**config.mk**
```make
export PLATFORM = sky130hd
export DESIGN_NAME = gcp_top
export DESIGN_NICKNAME = d
export VERILOG_FILES = /design/src/gcp_sync.v /design/src/gcp_top.v
export VERILOG_INCLUDE_DIRS = /design/src
export SDC_FILE = /design/constraint.sdc
export NUM_CORES = 1
export LEC_CHECK = 0
export CAP_MARGIN = 10
export CORE_ASPECT_RATIO = 1.25
export CORE_MARGIN = 2
export CORE_UTILIZATION = 55
export CTS_CLUSTER_DIAMETER = 30
export DETAILED_ROUTE_END_ITERATION = 6
export DONT_BUFFER_PORTS = 1
export HOLD_SLACK_MARGIN = 0.15
export PLACE_DENSITY = 0.75
export SYNTH_ARGS = -nofsm -noshare
export SYNTH_HDL_FRONTEND = slang
export SYNTH_SLANG_ARGS = --single-unit
```
**constraint.sdc**
```tcl
create_clock -name ref_clk -period 1.94 [get_ports ref_clk]
set_clock_uncertainty 0.1 [all_clocks]
set_input_delay 0.291 -clock ref_clk [delete_from_list [all_inputs] [get_ports ref_clk]]
set_output_delay 0.291 -clock ref_clk [all_outputs]
set_load 0.03 [all_outputs]
```
**src/gcp_map.vh**
```
// Summary of operation
// - pump wobble enable bit set selects spread-spectrum charge pump; resets to 0.
// - pwm wobble enable bit set selects spread-spectrum pwm frequency; resets to 0.
// - analog select 01 temperature, 10 band-gap, 00/11 disabled; resets to 00.
// - regulator enable bit turns the 5 V regulator on; resets to 1.
// - step pin select 0 ignores input one; step position changes only by writes.
// - step pin select 1 (reset) uses input one as step; step position read-only.
// - direction pin select 0 ignores input two; direction changes only by writes.
// - direction pin select 1 (reset) takes direction from input two, reads it back.
// - third pin field 01 step mode, 10 hold, 00/11 off; resets to 00.
// - output one select: 00 off, 01 ready, 10 lower limit, 11 run.
// - output two select: 00 off, 01 pwm on-time, 10 error, 11 ec signal.
// - rising step edge increments position when direction 0, decrements when 1.
// - step mode function with step pin active: input three high picks alternate mode.
// - hold function makes hold bit read-only, mirroring input three.
`ifndef GCP_MAP_VH
`define GCP_MAP_VH
`define GCP_ADDR_W       3
`define GCP_ADDR_CFG1    3'h3
`define GCP_ADDR_CFG2    3'h4
`define GCP_ADDR_MOTOR1  3'h5
`define GCP_CFG1_MASK    16'hDC2E
`define GCP_CFG2_MASK    16'h0D80
`define GCP_MOT1_MASK    16'h40FE
`define GCP_CFG1_RST     16'h0428
`define GCP_CFG2_RST     16'h0000
`define GCP_MOT1_RST     16'h0000
`define GCP_B_PUMP_WOB   15
`define GCP_B_PWM_WOB    14
`define GCP_B_ANALOG_OUTPUT_SELECT_HI    12
`define GCP_B_ANALOG_OUTPUT_SELECT_LO    11
`define GCP_B_REG_EN     10
`define GCP_B_STEP_SEL   5
`define GCP_B_DIR_SEL    3
`define GCP_B_P3_HI      2
`define GCP_B_P3_LO      1
`define GCP_B_DO1_HI     11
`define GCP_B_DO1_LO     10
`define GCP_B_DO2_HI     8
`define GCP_B_DO2_LO     7
`define GCP_B_HOLD       14
`define GCP_B_DIR        7
`define GCP_B_PH_HI      6
`define GCP_B_PH_LO      1
`define GCP_FN_OFF       2'h0
`define GCP_FN_STEP_MODE_SELECT_FUNCTION     2'h1
`define GCP_FN_HOLD      2'h2
`define GCP_ANALOG_OUTPUT_SELECT_TEMP    2'h1
`define GCP_ANALOG_OUTPUT_SELECT_BGAP    2'h2
`endif

```
**src/gcp_sync.v**
```verilog
`timescale 1ns/100ps
`default_nettype none
// two-stage synchroniser for asynchronous pins
module gcp_sync #(
	parameter W = 3
) (
	input  wire         clk,
	input  wire         rst_n,
	input  wire [W-1:0] d,
	output wire [W-1:0] q
);
	reg [W-1:0] meta_r;
	reg [W-1:0] sync_r;

	// first stage feeds only the second stage
	always @(posedge clk or negedge rst_n) begin
		if (!rst_n) begin
			meta_r <= {W{1'b0}};
			sync_r <= {W{1'b0}};
		end else begin
			meta_r <= d;
			sync_r <= meta_r;
		end
	end

	assign q = sync_r;
endmodule // gcp_sync
`default_nettype wire

```
**src/gcp_top.v**
```verilog
`timescale 1ns/100ps
`default_nettype none
`include "gcp_map.vh"
// global configuration and pin function registers
module gcp_top (
	input  wire                   ref_clk,
	input  wire                   nrst,
	input  wire [`GCP_ADDR_W-1:0] reg_addr,
	input  wire                   reg_wr,
	input  wire [15:0]            reg_wdata,
	output reg  [15:0]            reg_rdata,
	input  wire                   control_input_one,
	input  wire                   control_input_two,
	input  wire                   control_input_three,
	input  wire                   coil_voltage_ready,
	input  wire                   coil_voltage_lower_limit,
	input  wire                   coil_voltage_run,
	input  wire                   pwm_on_time,
	input  wire                   error_flag,
	input  wire                   ec_signal,
	output reg                    pump_wobble_enable,
	output reg                    pwm_wobble_enable,
	output reg                    temp_out_enable,
	output reg                    bandgap_out_enable,
	output reg                    regulator_enable,
	output reg                    alt_step_mode_active,
	output reg                    hold_mode_bit,
	output reg                    direction,
	output reg  [5:0]             step_position,
	output reg                    digital_output_one,
	output reg                    digital_output_two
);
	// reset release
	reg        rst_meta_r;
	reg        rst_n_r;
	wire       rst_n;
	// synchronised pins and step edge history
	wire [2:0] pins_s;
	reg        step_d_r;
	// configuration storage
	reg [15:0] cfg1_r;
	reg [15:0] cfg2_r;
	// motor-side fields shared with the pin functions
	reg        hold_r;
	reg        dir_r;
	reg [5:0]  pos_r;
	reg [5:0]  pos_nxt;
	reg        dir_nxt;
	reg        hold_nxt;
	// combinational next values of the outputs
	reg [15:0] rdata_nxt;
	reg        do1_nxt;
	reg        do2_nxt;
	reg        temp_nxt;
	reg        bandgap_nxt;
	wire       alt_nxt;
	// field decode
	wire       step_sel;
	wire       dir_sel;
	wire [1:0] p3_fn;
	reg        step_mode_select_function_fn;
	reg        hold_fn;
	wire [1:0] analog_output_select;
	wire [1:0] do1_sel;
	wire [1:0] do2_sel;
	wire       step_rise;
	wire       dir_eff;
	wire       hold_eff;
	// write strobes per register
	wire       wr_cfg1;
	wire       wr_cfg2;
	wire       wr_mot1;

	// reset release through two flops
	always @(posedge ref_clk or negedge nrst) begin
		if (!nrst) begin
			rst_meta_r <= 1'b0;
			rst_n_r    <= 1'b0;
		end else begin
			rst_meta_r <= 1'b1;
			rst_n_r    <= rst_meta_r;
		end
	end
	assign rst_n = rst_n_r;

	// pins are asynchronous to ref_clk
	gcp_sync #(
		.W (3)
	) gcp_sync_i (
		.clk   (ref_clk),
		.rst_n (rst_n),
		.d     ({control_input_three, control_input_two, control_input_one}),
		.q     (pins_s)
	);

	assign step_sel = cfg1_r[`GCP_B_STEP_SEL];
	assign dir_sel  = cfg1_r[`GCP_B_DIR_SEL];
	assign p3_fn    = cfg1_r[`GCP_B_P3_HI:`GCP_B_P3_LO];
	assign analog_output_select     = cfg1_r[`GCP_B_ANALOG_OUTPUT_SELECT_HI:`GCP_B_ANALOG_OUTPUT_SELECT_LO];
	assign do1_sel  = cfg2_r[`GCP_B_DO1_HI:`GCP_B_DO1_LO];
	assign do2_sel  = cfg2_r[`GCP_B_DO2_HI:`GCP_B_DO2_LO];
	assign wr_cfg1  = reg_wr && (reg_addr == `GCP_ADDR_CFG1);
	assign wr_cfg2  = reg_wr && (reg_addr == `GCP_ADDR_CFG2);
	assign wr_mot1  = reg_wr && (reg_addr == `GCP_ADDR_MOTOR1);

	// third pin function decode; both 00 and 11 leave the pin unused
	always @* begin
		step_mode_select_function_fn = 1'b0;
		hold_fn  = 1'b0;
		case (p3_fn)
			`GCP_FN_STEP_MODE_SELECT_FUNCTION: begin
				step_mode_select_function_fn = 1'b1;
			end
			`GCP_FN_HOLD: begin
				hold_fn = 1'b1;
			end
			default: begin
				step_mode_select_function_fn = 1'b0;
				hold_fn  = 1'b0;
			end
		endcase
	end

	// analog source decode; both 00 and 11 leave the output off
	always @* begin
		temp_nxt    = 1'b0;
		bandgap_nxt = 1'b0;
		case (analog_output_select)
			`GCP_ANALOG_OUTPUT_SELECT_TEMP: begin
				temp_nxt = 1'b1;
			end
			`GCP_ANALOG_OUTPUT_SELECT_BGAP: begin
				bandgap_nxt = 1'b1;
			end
			default: begin
				temp_nxt    = 1'b0;
				bandgap_nxt = 1'b0;
			end
		endcase
	end

	// alternate mode needs the step pin function as well
	assign alt_nxt = step_sel && step_mode_select_function_fn && pins_s[2];

	// edge detect on the synchronised copy only
	// history starts low, the idle level of the step pin
	assign step_rise = pins_s[0] && !step_d_r && step_sel;
	assign dir_eff   = dir_sel ? pins_s[1] : dir_r;
	assign hold_eff  = hold_fn ? pins_s[2] : hold_r;

	// motor-side fields touched by pin functions
	always @* begin
		pos_nxt  = pos_r;
		dir_nxt  = dir_r;
		hold_nxt = hold_r;
		if (wr_mot1 && !step_sel) begin
			pos_nxt = reg_wdata[`GCP_B_PH_HI:`GCP_B_PH_LO];
		end else if (step_rise) begin
			if (dir_eff) begin
				pos_nxt = pos_r - 6'h01;
			end else begin
				pos_nxt = pos_r + 6'h01;
			end
		end
		// pin levels are kept so the bit holds them once the pin is released
		if (dir_sel) begin
			dir_nxt = pins_s[1];
		end else if (wr_mot1) begin
			dir_nxt = reg_wdata[`GCP_B_DIR];
		end
		if (hold_fn) begin
			hold_nxt = pins_s[2];
		end else if (wr_mot1) begin
			hold_nxt = reg_wdata[`GCP_B_HOLD];
		end
	end

	// register storage; reserved bits masked off
	always @(posedge ref_clk or negedge rst_n) begin
		if (!rst_n) begin
			cfg1_r   <= `GCP_CFG1_RST;
			cfg2_r   <= `GCP_CFG2_RST;
			pos_r    <= 6'h00;
			dir_r    <= 1'b0;
			hold_r   <= 1'b0;
			step_d_r <= 1'b0;
		end else begin
			if (wr_cfg1) begin
				cfg1_r <= reg_wdata & `GCP_CFG1_MASK;
			end
			if (wr_cfg2) begin
				cfg2_r <= reg_wdata & `GCP_CFG2_MASK;
			end
			pos_r    <= pos_nxt;
			dir_r    <= dir_nxt;
			hold_r   <= hold_nxt;
			step_d_r <= pins_s[0];
		end
	end

	// read mux; parity bit left zero, framing adds it
	always @* begin
		case (reg_addr)
			`GCP_ADDR_CFG1: begin
				rdata_nxt = cfg1_r;
			end
			`GCP_ADDR_CFG2: begin
				rdata_nxt = cfg2_r;
			end
			`GCP_ADDR_MOTOR1: begin
				rdata_nxt = 16'h0000;
				rdata_nxt[`GCP_B_HOLD] = hold_eff;
				rdata_nxt[`GCP_B_DIR] = dir_eff;
				rdata_nxt[`GCP_B_PH_HI:`GCP_B_PH_LO] = pos_r;
			end
			default: begin
				rdata_nxt = 16'h0000;
			end
		endcase
	end

	// output selectors
	always @* begin
		case (do1_sel)
			2'h1: do1_nxt = coil_voltage_ready;
			2'h2: do1_nxt = coil_voltage_lower_limit;
			2'h3: do1_nxt = coil_voltage_run;
			default: do1_nxt = 1'b0;
		endcase
		case (do2_sel)
			2'h1: do2_nxt = pwm_on_time;
			2'h2: do2_nxt = error_flag;
			2'h3: do2_nxt = ec_signal;
			default: do2_nxt = 1'b0;
		endcase
	end

	// read word registered so the host samples a settled value
	always @(posedge ref_clk or negedge rst_n) begin
		if (!rst_n) begin
			reg_rdata <= 16'h0000;
		end else begin
			reg_rdata <= rdata_nxt;
		end
	end

	// configuration levels; regulator starts on so sensors get supply
	always @(posedge ref_clk or negedge rst_n) begin
		if (!rst_n) begin
			pump_wobble_enable <= 1'b0;
			pwm_wobble_enable  <= 1'b0;
			regulator_enable   <= 1'b1;
		end else begin
			pump_wobble_enable <= cfg1_r[`GCP_B_PUMP_WOB];
			pwm_wobble_enable  <= cfg1_r[`GCP_B_PWM_WOB];
			regulator_enable   <= cfg1_r[`GCP_B_REG_EN];
		end
	end

	// analog enables; decoded ahead of the flop so the mux never glitches
	always @(posedge ref_clk or negedge rst_n) begin
		if (!rst_n) begin
			temp_out_enable    <= 1'b0;
			bandgap_out_enable <= 1'b0;
		end else begin
			temp_out_enable    <= temp_nxt;
			bandgap_out_enable <= bandgap_nxt;
		end
	end

	// pin function outputs
	always @(posedge ref_clk or negedge rst_n) begin
		if (!rst_n) begin
			alt_step_mode_active <= 1'b0;
			hold_mode_bit        <= 1'b0;
		end else begin
			alt_step_mode_active <= alt_nxt;
			hold_mode_bit        <= hold_eff;
		end
	end

	// effective motor fields as the driver core consumes them
	// position shown is the stored count, never raw write data
	always @(posedge ref_clk or negedge rst_n) begin
		if (!rst_n) begin
			direction     <= 1'b0;
			step_position <= 6'h00;
		end else begin
			direction     <= dir_eff;
			step_position <= pos_r;
		end
	end

	// digital outputs lag their sources by one cycle
	always @(posedge ref_clk or negedge rst_n) begin
		if (!rst_n) begin
			digital_output_one <= 1'b0;
			digital_output_two <= 1'b0;
		end else begin
			digital_output_one <= do1_nxt;
			digital_output_two <= do2_nxt;
		end
	end
endmodule // gcp_top
`default_nettype wire

```
Word-level counts from Yosys, hierarchy flattened
Cells that the tools add are included.
Widths: inputs -> output; s select.

storage, ports and cells
  register bits after elaboration = 62
  input bits = 31
  output and inout port bits = 32
  word-level logic and storage cells = 66

cells by class
  add/sub/neg operators = 2
  eq/ne operators = 13
  muxes and demuxes = 16
  reductions and logical operators = 13

operator list
  cell                 count
  $pmux 16 s3          1
  $mux 6               3
  $eq 2x2->1 const B   6
  $mux 1               10
  $eq 2x1->1 const B   4
  $logic_and 1x1->1    8
  $add 6x1->6 const B  1
  $eq 3x3->1 const B   2
  $pmux 1 s3           2
  $reduce_bool 2->1    3
  $sub 6x1->6 const B  1
  $eq 3x2->1 const B   1
  $logic_not 1->1      2

Longest topological paths before layout
Gate-level depths: netlist of run 1.

  depth in word-level cells = 5
  depth in mapped cells = 7
  mapped depth without buffers = 7

By module
Synthesis of run 1 repeated with hierarchy kept, for this count alone.

unflattened totals
  cell total of the unflattened synthesis = 175
  area total of the unflattened synthesis = 2358.5 um^2

modules (own cells, without submodules)
  module    instances  cells an instance  area each (um^2)
  gcp_top   1          169                2208.4
  gcp_sync  1          6                  150.1

Least setup slack after synthesis of run 1
Ideal clock, no wire load.

  kind = register to register
  from = register cfg1_r[3]
  to = register pos_r[4]
  arrival = 1.990 ns
  required time = 1.744 ns
  setup slack = -0.246 ns
  cell stages (with the launch flop) = 8
  path buffers = 0
  clock period less this slack = 2.186 ns
  path through = dfstp_2 -> mux2i_2 -> inv_1 -> ha_1 -> nor2b_1 -> o21a_1 -> o21a_1 -> o31ai_1

between the ends
  cells in the longest elaborated chain, start to end = 4

ends and longest elaborated chain
  what                      RTL line       source
  start: declaration        gcp_top.v:41   reg [15:0] cfg1_r;
  start signal: assignment  gcp_top.v:181  cfg1_r <= `GCP_CFG1_RST;
  start signal: assignment  gcp_top.v:189  cfg1_r <= reg_wdata & `GCP_CFG1_MASK;
  $mux 1                    gcp_top.v:148  assign dir_eff = dir_sel ? pins_s[1] : dir_r;
  via dir_eff               gcp_top.v:67   wire dir_eff;
  $mux 6                    gcp_top.v:159  if (dir_eff) begin
  $mux 6                    gcp_top.v:158  end else if (step_rise) begin
  $mux 6                    gcp_top.v:156  if (wr_mot1 && !step_sel) begin
  end signal: assignment    gcp_top.v:194  pos_r <= pos_nxt;
  end: declaration          gcp_top.v:46   reg [5:0] pos_r;

The timed path passes the listed nets, and every way through them passes these cells. The select of a mux whose other input is x is not followed.
A chain may end at the register's enable or synchronous reset.

Worst setup path after layout of run 1
  from = register cfg1_r[3]
  to = register pos_r[5]

The elaborated chain is that of the path after synthesis.

==> results of run 1 <==
-- layout make-up --
cell class                 instances  area share [%]
tap                               56            2.34
clock buffer                      11            4.39
multi-input combinational        107            29.3
sequential                        59            49.5
clock inverter                     5            1.84
inverter                           5           0.710
timing repair buffer              37            11.9
-- Yosys cell counts (2+ instances only) --
cell	n
a21oi_1	4
a221o_1	3
a22o_1	2
a22oi_1	6
and2_1	4
and3_1	2
buf_4	4
conb_1	2
dfrtp_1	55
dfstp_2	4
ha_1	4
inv_1	5
mux2_2	16
mux2i_1	2
nand2_1	12
nand2b_1	2
nand3_1	2
nand3b_1	2
nor2_1	4
nor2b_1	10
nor3_1	3
o211ai_1	2
o21a_1	4
o21ai_0	4
xnor2_1	2
-- worst max-delay path: cells and delay by family, from the launching register on --
family	cells	cell delay, ps
AO/OA/AOI/OAI	2	360
multiplexers	2	410
flip-flops	1	560
AND/OR/NAND/NOR	1	90
adder cells (fa/ha/maj)	1	310
buffers and inverters	1	100
-- flip-flops by register name (all words and copies together), names as in the netlist, 3 cells and up --
signal             count
reg_rdata             13
gcp_sync_i.q           3
pos_r                  6
gcp_sync_i.meta_r      3
cfg2_r                 4
step_position          6
cfg1_r                 9
-- final timing paths --
path | start | to | slack [ps] | cells after the start
max | cfg1_r[3] | pos_r[5] | -120 | 7
min | rst_n | cfg1_r[2] | 150 | 1
max reg2reg | cfg1_r[3] | pos_r[5] | -120 | 7
min reg2reg | rst_n | cfg1_r[2] | 150 | 1
max in group asynchronous | rst_n | hold_r | 340 | 1
min in group ref_clk | reg_addr[1] | reg_rdata[15] | 170 | 3
-- per-layer routing --
metal / vias up / part of all wire (%)
met2: 67 / 53
li1: 696 / -
met3: 7 / 5.8
met1: 762 / 39
met5: - / 0
met4: 0 / 1.3
-- where the power goes --
group          internal, uW  switching, uW
combinational           599            482
clock                   588            441
sequential             1520            495
total                  2710           1420
-- per-stage QoR --
step / cell area [sq um] / setup TNS (ps)
after floorplan: 2400 / -162
after global placement: 2500 / -44.5
after detailed placement: 2500 / -193
after CTS: 2970 / -192
after global routing: 2990 / -441
final: 2990 / -273
-- kinds of logic after synthesis --
group,Yosys count
flops,59
compound gates,29
fa+ha+maj,5
mux,19
buf+inv,9
simple gates,48
xor+xnor,2
other cells,2
-- timing repair --
action / in CTS / in global routing
resized for setup: 4 / 1
endpoints found under the setup margin: 3 / 4
pin swaps: 0 / 3
hold buffers: 26 / 0
hold endpoints to repair: 61 / 0
buffers inserted: 2 / 2
==> results.toml, run 1 <==
[placement]
post-place-ws_ps = -76.2
place.gp.congestion = 0.952
hpwl_um = 3250
numPortBuffers = 0
dpl.cell_count = 234

[final_layout]
fill_cells = 293
nets = 255
area_delta_synth_final_pct = 28.2
final_cell_mix = "54 x dfrtp_1, 26 x dlygate4sd3_1, 16 x mux2_2"
finalNonFillerCells = 280
diodes = 0
drive_above_1_share_pct = 26.8
post-route-util_pct = 73.0
mostFrequentLayoutCell = "dfrtp_1"
seq_area_sq_mm = 0.00148
multi_input_area_sq_um = 878

[grt]
first_global_vias = 1614
grt_overflow_total = 0
gr-usage-met2_pct = 38.9
top_usage_layer = "met2"
antenna_found_initial = 0
grt_max_degree = 26
grt_pass1_wl_um = 8020
grt.met3_usage_pct = 7.62
grt.total_usage_pct = 22.1
met1_usage_pct = 25.0

[synthesis]
synth_compound_area_share_pct = 9.05
synth_edf_count = 0
ys_types = 38
async_reset_ff_share_pct = 100
synth.cell_area_sq_mm = 0.00234
synth_top_area_cell = "dfrtp_1"
ys.flop_type = "dfrtp_1"
synthAdderAreaFrac_pct = 3.00
yosys.area_share.xor_xnor_pct = 0.750
synth_warnings = 0
syn_area_per_cell_sq_um = 13.5
synth_cells = 173
synth_top_family_by_area = "simple AND/OR/NAND/NOR gates"
synth_mux_area_share_pct = 9.16
ys_seq_area_share_pct = 63.4
synth_top_area_share_pct = 58.9
ys_top_cells_by_area = "dfrtp_1 59%, mux2_2 7.7%, dfstp_2 4.5%, nor2b_1 2.7%, ha_1 2.1%"
synth_simple_gate_area_share_pct = 12.2
ys_seq_elements = 59

[clock_tree]
cts.clk_slew.worst_paths_ps = 70
cts.sinks = 59
clk_latency_ps = 330
clockBufferDepth = 2
root_buffer = "clkbuf_8"
cts_tree = "built"
cts_made_buffers = 9
htreeDepth = 3

[route]
antenna_left = 0
avgRoutedWirePerCell_um = 17.1
num_vias = 1532
viasPerCell = 5.47
drt_first_iter_violations = 109
routed_wl_um = 4790
drc = 0
drt-pass1-iter-count = 4

[floorplan]
row_count = 26
dieArea_sq_mm = 0.00479
start_util_pct = 57.0
fp.dieH_um = 76.9
die_w_um = 62.3
io_pins = 63
coreArea_sq_mm = 0.00410

[sta]
hold_slack_ps = 154
clock.fmax_mhz = 486
setup_ws_ps = -118
worst_pin_slew_ps = 823
maxSlewViolCount = 0
fin_crit_ps = 2060
timing.final.crit_share_pct = 106
rsz0062_at_grt = "yes"
final_hold_viol_count = 0
relSlewSlack_pct = 45.0
setup_violations = 4

[setup_path]
setup.worst_path.end_class = "register"
critPathArrivalTime_ps = 2150
crit_chain = "mux2i_4 -> inv_4 -> ha_4 -> nand3_2 -> o2111a_1 -> mux2i_1 -> o211ai_1"
critPathLaunchType = "register"
worstPathMaxFanout = 5
cpMaxStageDelayCell = "dfstp_2"
cpPeakStageDelay_ps = 560
crit_required_ps = 2030
critical_path_class = "register to register"

[status]
run_status = "finished, violations left"
violations = "setup timing"

[worst_hold_path]
worstHoldPathType = "register to asynchronous set/reset pin"

[pwr]
total_power_uw = 4130
p_leak_uw = 0.00134
peakVddDrop_uv = 755
power_density_mw_per_mm2 = 1380

[job]
cap_viol_max_count = 0
Power figures use the tool's default switching activity.
==> run 2, diff against run 1 <==
--- a/config.mk
+++ b/config.mk
@@ -6,6 +6,7 @@
 export SDC_FILE = /design/constraint.sdc
 export NUM_CORES = 1
 export LEC_CHECK = 0
+export ABC_AREA = 1
 export CAP_MARGIN = 10
 export CORE_ASPECT_RATIO = 1.25
 export CORE_MARGIN = 2
==> run 2 against run 1 <==
The flow now finishes without violations. Clock power about the same. Die area increased by 0.50%. Flip-flop and latch count is the same. Synthesized cell count up 32%.
==> results.toml, run 2 <==
[status]
run_status = "finished clean"

[route]
drt_first_iter_violations = 131
num_vias = 1781
drc = 0
antenna_left = 0
viasPerCell = 5.33
routed_wl_um = 5130
drt-pass1-iter-count = 4
avgRoutedWirePerCell_um = 15.4

[sta]
setup_violations = 0
relSlewSlack_pct = 50.3
clock.fmax_mhz = 536
setup_ws_ps = 75.1
worst_pin_slew_ps = 744
rsz0062_at_grt = "yes"
fin_crit_ps = 1860
timing.final.crit_share_pct = 96.1
final_hold_viol_count = 0
maxSlewViolCount = 0

[setup_path]
setup.worst_path.end_class = "register"
critical_path_class = "register to register"
crit_chain = "inv_1 -> nand2_2 -> nand2_4 -> ha_4 -> nand2_1 -> inv_1 -> nand3_2 -> nand2_1 -> nand2_1 -> nand3_1 -> nand2_1"
critPathTopFamily = "simple AND/OR/NAND/NOR gates"
crit_required_ps = 2060
cpMaxStageDelayCell = "dfstp_2"
critPathLaunchType = "register"
cp_common_cell = "nand2_1"
critPathArrivalTime_ps = 1990
worstPathMaxFanout = 6
worst-path-buf-inv = 2
cpPeakStageDelay_ps = 540

[synthesis]
synth_edf_count = 0
synth_warnings = 0
synth_top_family_by_area = "simple AND/OR/NAND/NOR gates"
yosysMostFrequentCell = "dfrtp_1"
synth_simple_gate_area_share_pct = 18.8
synth_top_area_cell = "dfrtp_1"
async_reset_ff_share_pct = 100
synth.cell_area_sq_mm = 0.00235
synth_cells = 229
ys_types = 29
synth_compound_area_share_pct = 7.41
synth_mux_area_share_pct = 0
ys.flop_type = "dfrtp_1"
synth_commonest_cells = "55 x dfrtp_1, 43 x nand2_1, 30 x inv_1"
ys_seq_area_share_pct = 63.1
synth_top_area_share_pct = 58.6
syn_area_per_cell_sq_um = 10.3
ys_top_cells_by_area = "dfrtp_1 59%, nand2_1 6.9%, nand3_1 5.8%, inv_1 4.8%, dfstp_2 4.5%"
ys_seq_elements = 59
synthAdderAreaFrac_pct = 2.98
yosys.area_share.xor_xnor_pct = 0.373

[final_layout]
area_delta_synth_final_pct = 27.9
reg_top3 = "reg_rdata (13), cfg1_r (9)"
finalNonFillerCells = 334
diodes = 0
nets = 311
largest_register_ffs = 13
fill_cells = 294
mostFrequentLayoutCell = "dfrtp_1"
final_cell_mix = "54 x dfrtp_1, 38 x nand2_1, 29 x inv_1, 29 x dlygate4sd3_1, 26 x nand3_1"
fin_area_sq_mm = 0.00300
regMostFlops = "reg_rdata"
drive_above_1_share_pct = 18.3

[floorplan]
io_pins = 63
row_count = 26
start_util_pct = 57.3
coreArea_sq_mm = 0.00410
dieArea_sq_mm = 0.00481
die_w_um = 62.4
fp.dieH_um = 77.1

[placement]
post-place-ws_ps = -9.06
hpwl_um = 3210
placed_area_sq_mm = 0.00246
place.gp.congestion = 0.848
dpl.cell_count = 290
numPortBuffers = 0

[grt]
grt.total_usage_pct = 23.3
antenna_found_initial = 0
grt_max_degree = 24
grt_pass1_wl_um = 8370
grt_overflow_total = 0
first_global_vias = 1813

[clock_tree]
clk_latency_ps = 330
root_buffer = "clkbuf_8"
cts_tree = "built"
clockBufferDepth = 2
cts.clk_slew.worst_paths_ps = 60
cts.sinks = 59
htreeDepth = 3
cts_made_buffers = 9

[job]
cap_viol_max_count = 0

[pwr]
p_leak_uw = 0.00149
total_power_uw = 3960
power_density_mw_per_mm2 = 1320
peakVddDrop_uv = 729

[worst_hold_path]
worstHoldPathType = "input port to register"
run 2: cell types whose count changed after synthesis, moves of 6 or more:
cell,before,now
mux2_2,16,0
inv_1,5,30
nor2b_1,10,0
nand2_1,12,43
nand3_1,2,27
nor2_1,4,18
a22oi_1,6,0
run 2: worst paths after layout:
check	endpoint	slack, ps	depth (start not counted)	startpoint
worst max register to register	pos_r[5]	80	11	cfg1_r[3]
worst max-delay path	pos_r[5]	80	11	cfg1_r[3]
worst min-delay path	hold_r	170	3	reg_wr
min in group asynchronous	alt_step_mode_active	200	1	rst_n
max in group asynchronous	dir_r	370	1	rst_n
worst min register to register	alt_step_mode_active	200	1	rst_n
run 2: tightest hold or removal path, delay by kind of cell:
family / cells / cell delay [ps]
compound gates: 1 / 140
buf+inv: 1 / 70
simple gates: 1 / 60
run 2: logic make-up after synthesis:
family,Yosys count
AO/OA/AOI/OAI,27
XOR/XNOR,1
adder cells (fa/ha/maj),5
buffers and inverters,38
flip-flops,59
other,2
AND/OR/NAND/NOR,97
run 2: stage by stage:
stage / util, % / setup TNS [ps] / hold slack (ps)
2_1_floorplan: - / 0 / -105
3_3_place_gp: 60.0 / 0 / -105
3_5_place_dp: 60.0 / -9.06 / -105
4_1_cts: 71.6 / 0 / 172
5_1_grt: 73.3 / -57.3 / 187
6_report: 73.3 / 0 / 168
run 2: routing by layer:
| layer | wire length, um | GRT usage, % | share of wire (%) |
|---|---|---|---|
| met5 | 0 | 0 | 0 |
| met4 | 127 | 12.9 | 2.5 |
| met2 | 2690 | 40.1 | 52 |
| met1 | 2000 | 25.8 | 39 |
| met3 | 302 | 6.45 | 5.9 |
run 2: layout make-up:
cell class	count	area [sq um]	area share (%)
clock buffer	11	141	4.71
clock inverter	3	40.0	1.33
sequential	59	1480	49.4
inverter	34	135	4.50
timing repair buffer	37	363	12.1
tap	56	70.1	2.33
multi-input combinational	134	771	25.7
run 2: repair_timing:
item | 4_1_cts | 5_1_grt
setup endpoints to repair | 2 | 3
hold endpoints to repair | 51 | 0
hold buffers | 29 | 0
pin swaps | 0 | 4
setup buffers | 0 | 1
resized for setup | 1 | 13
run 2: where the power goes:
group	internal, uW	switching [uW]	leakage [uW]
combinational	450	534	0.000671
sequential	1500	441	0.000723
clock	609	428	0.0000950
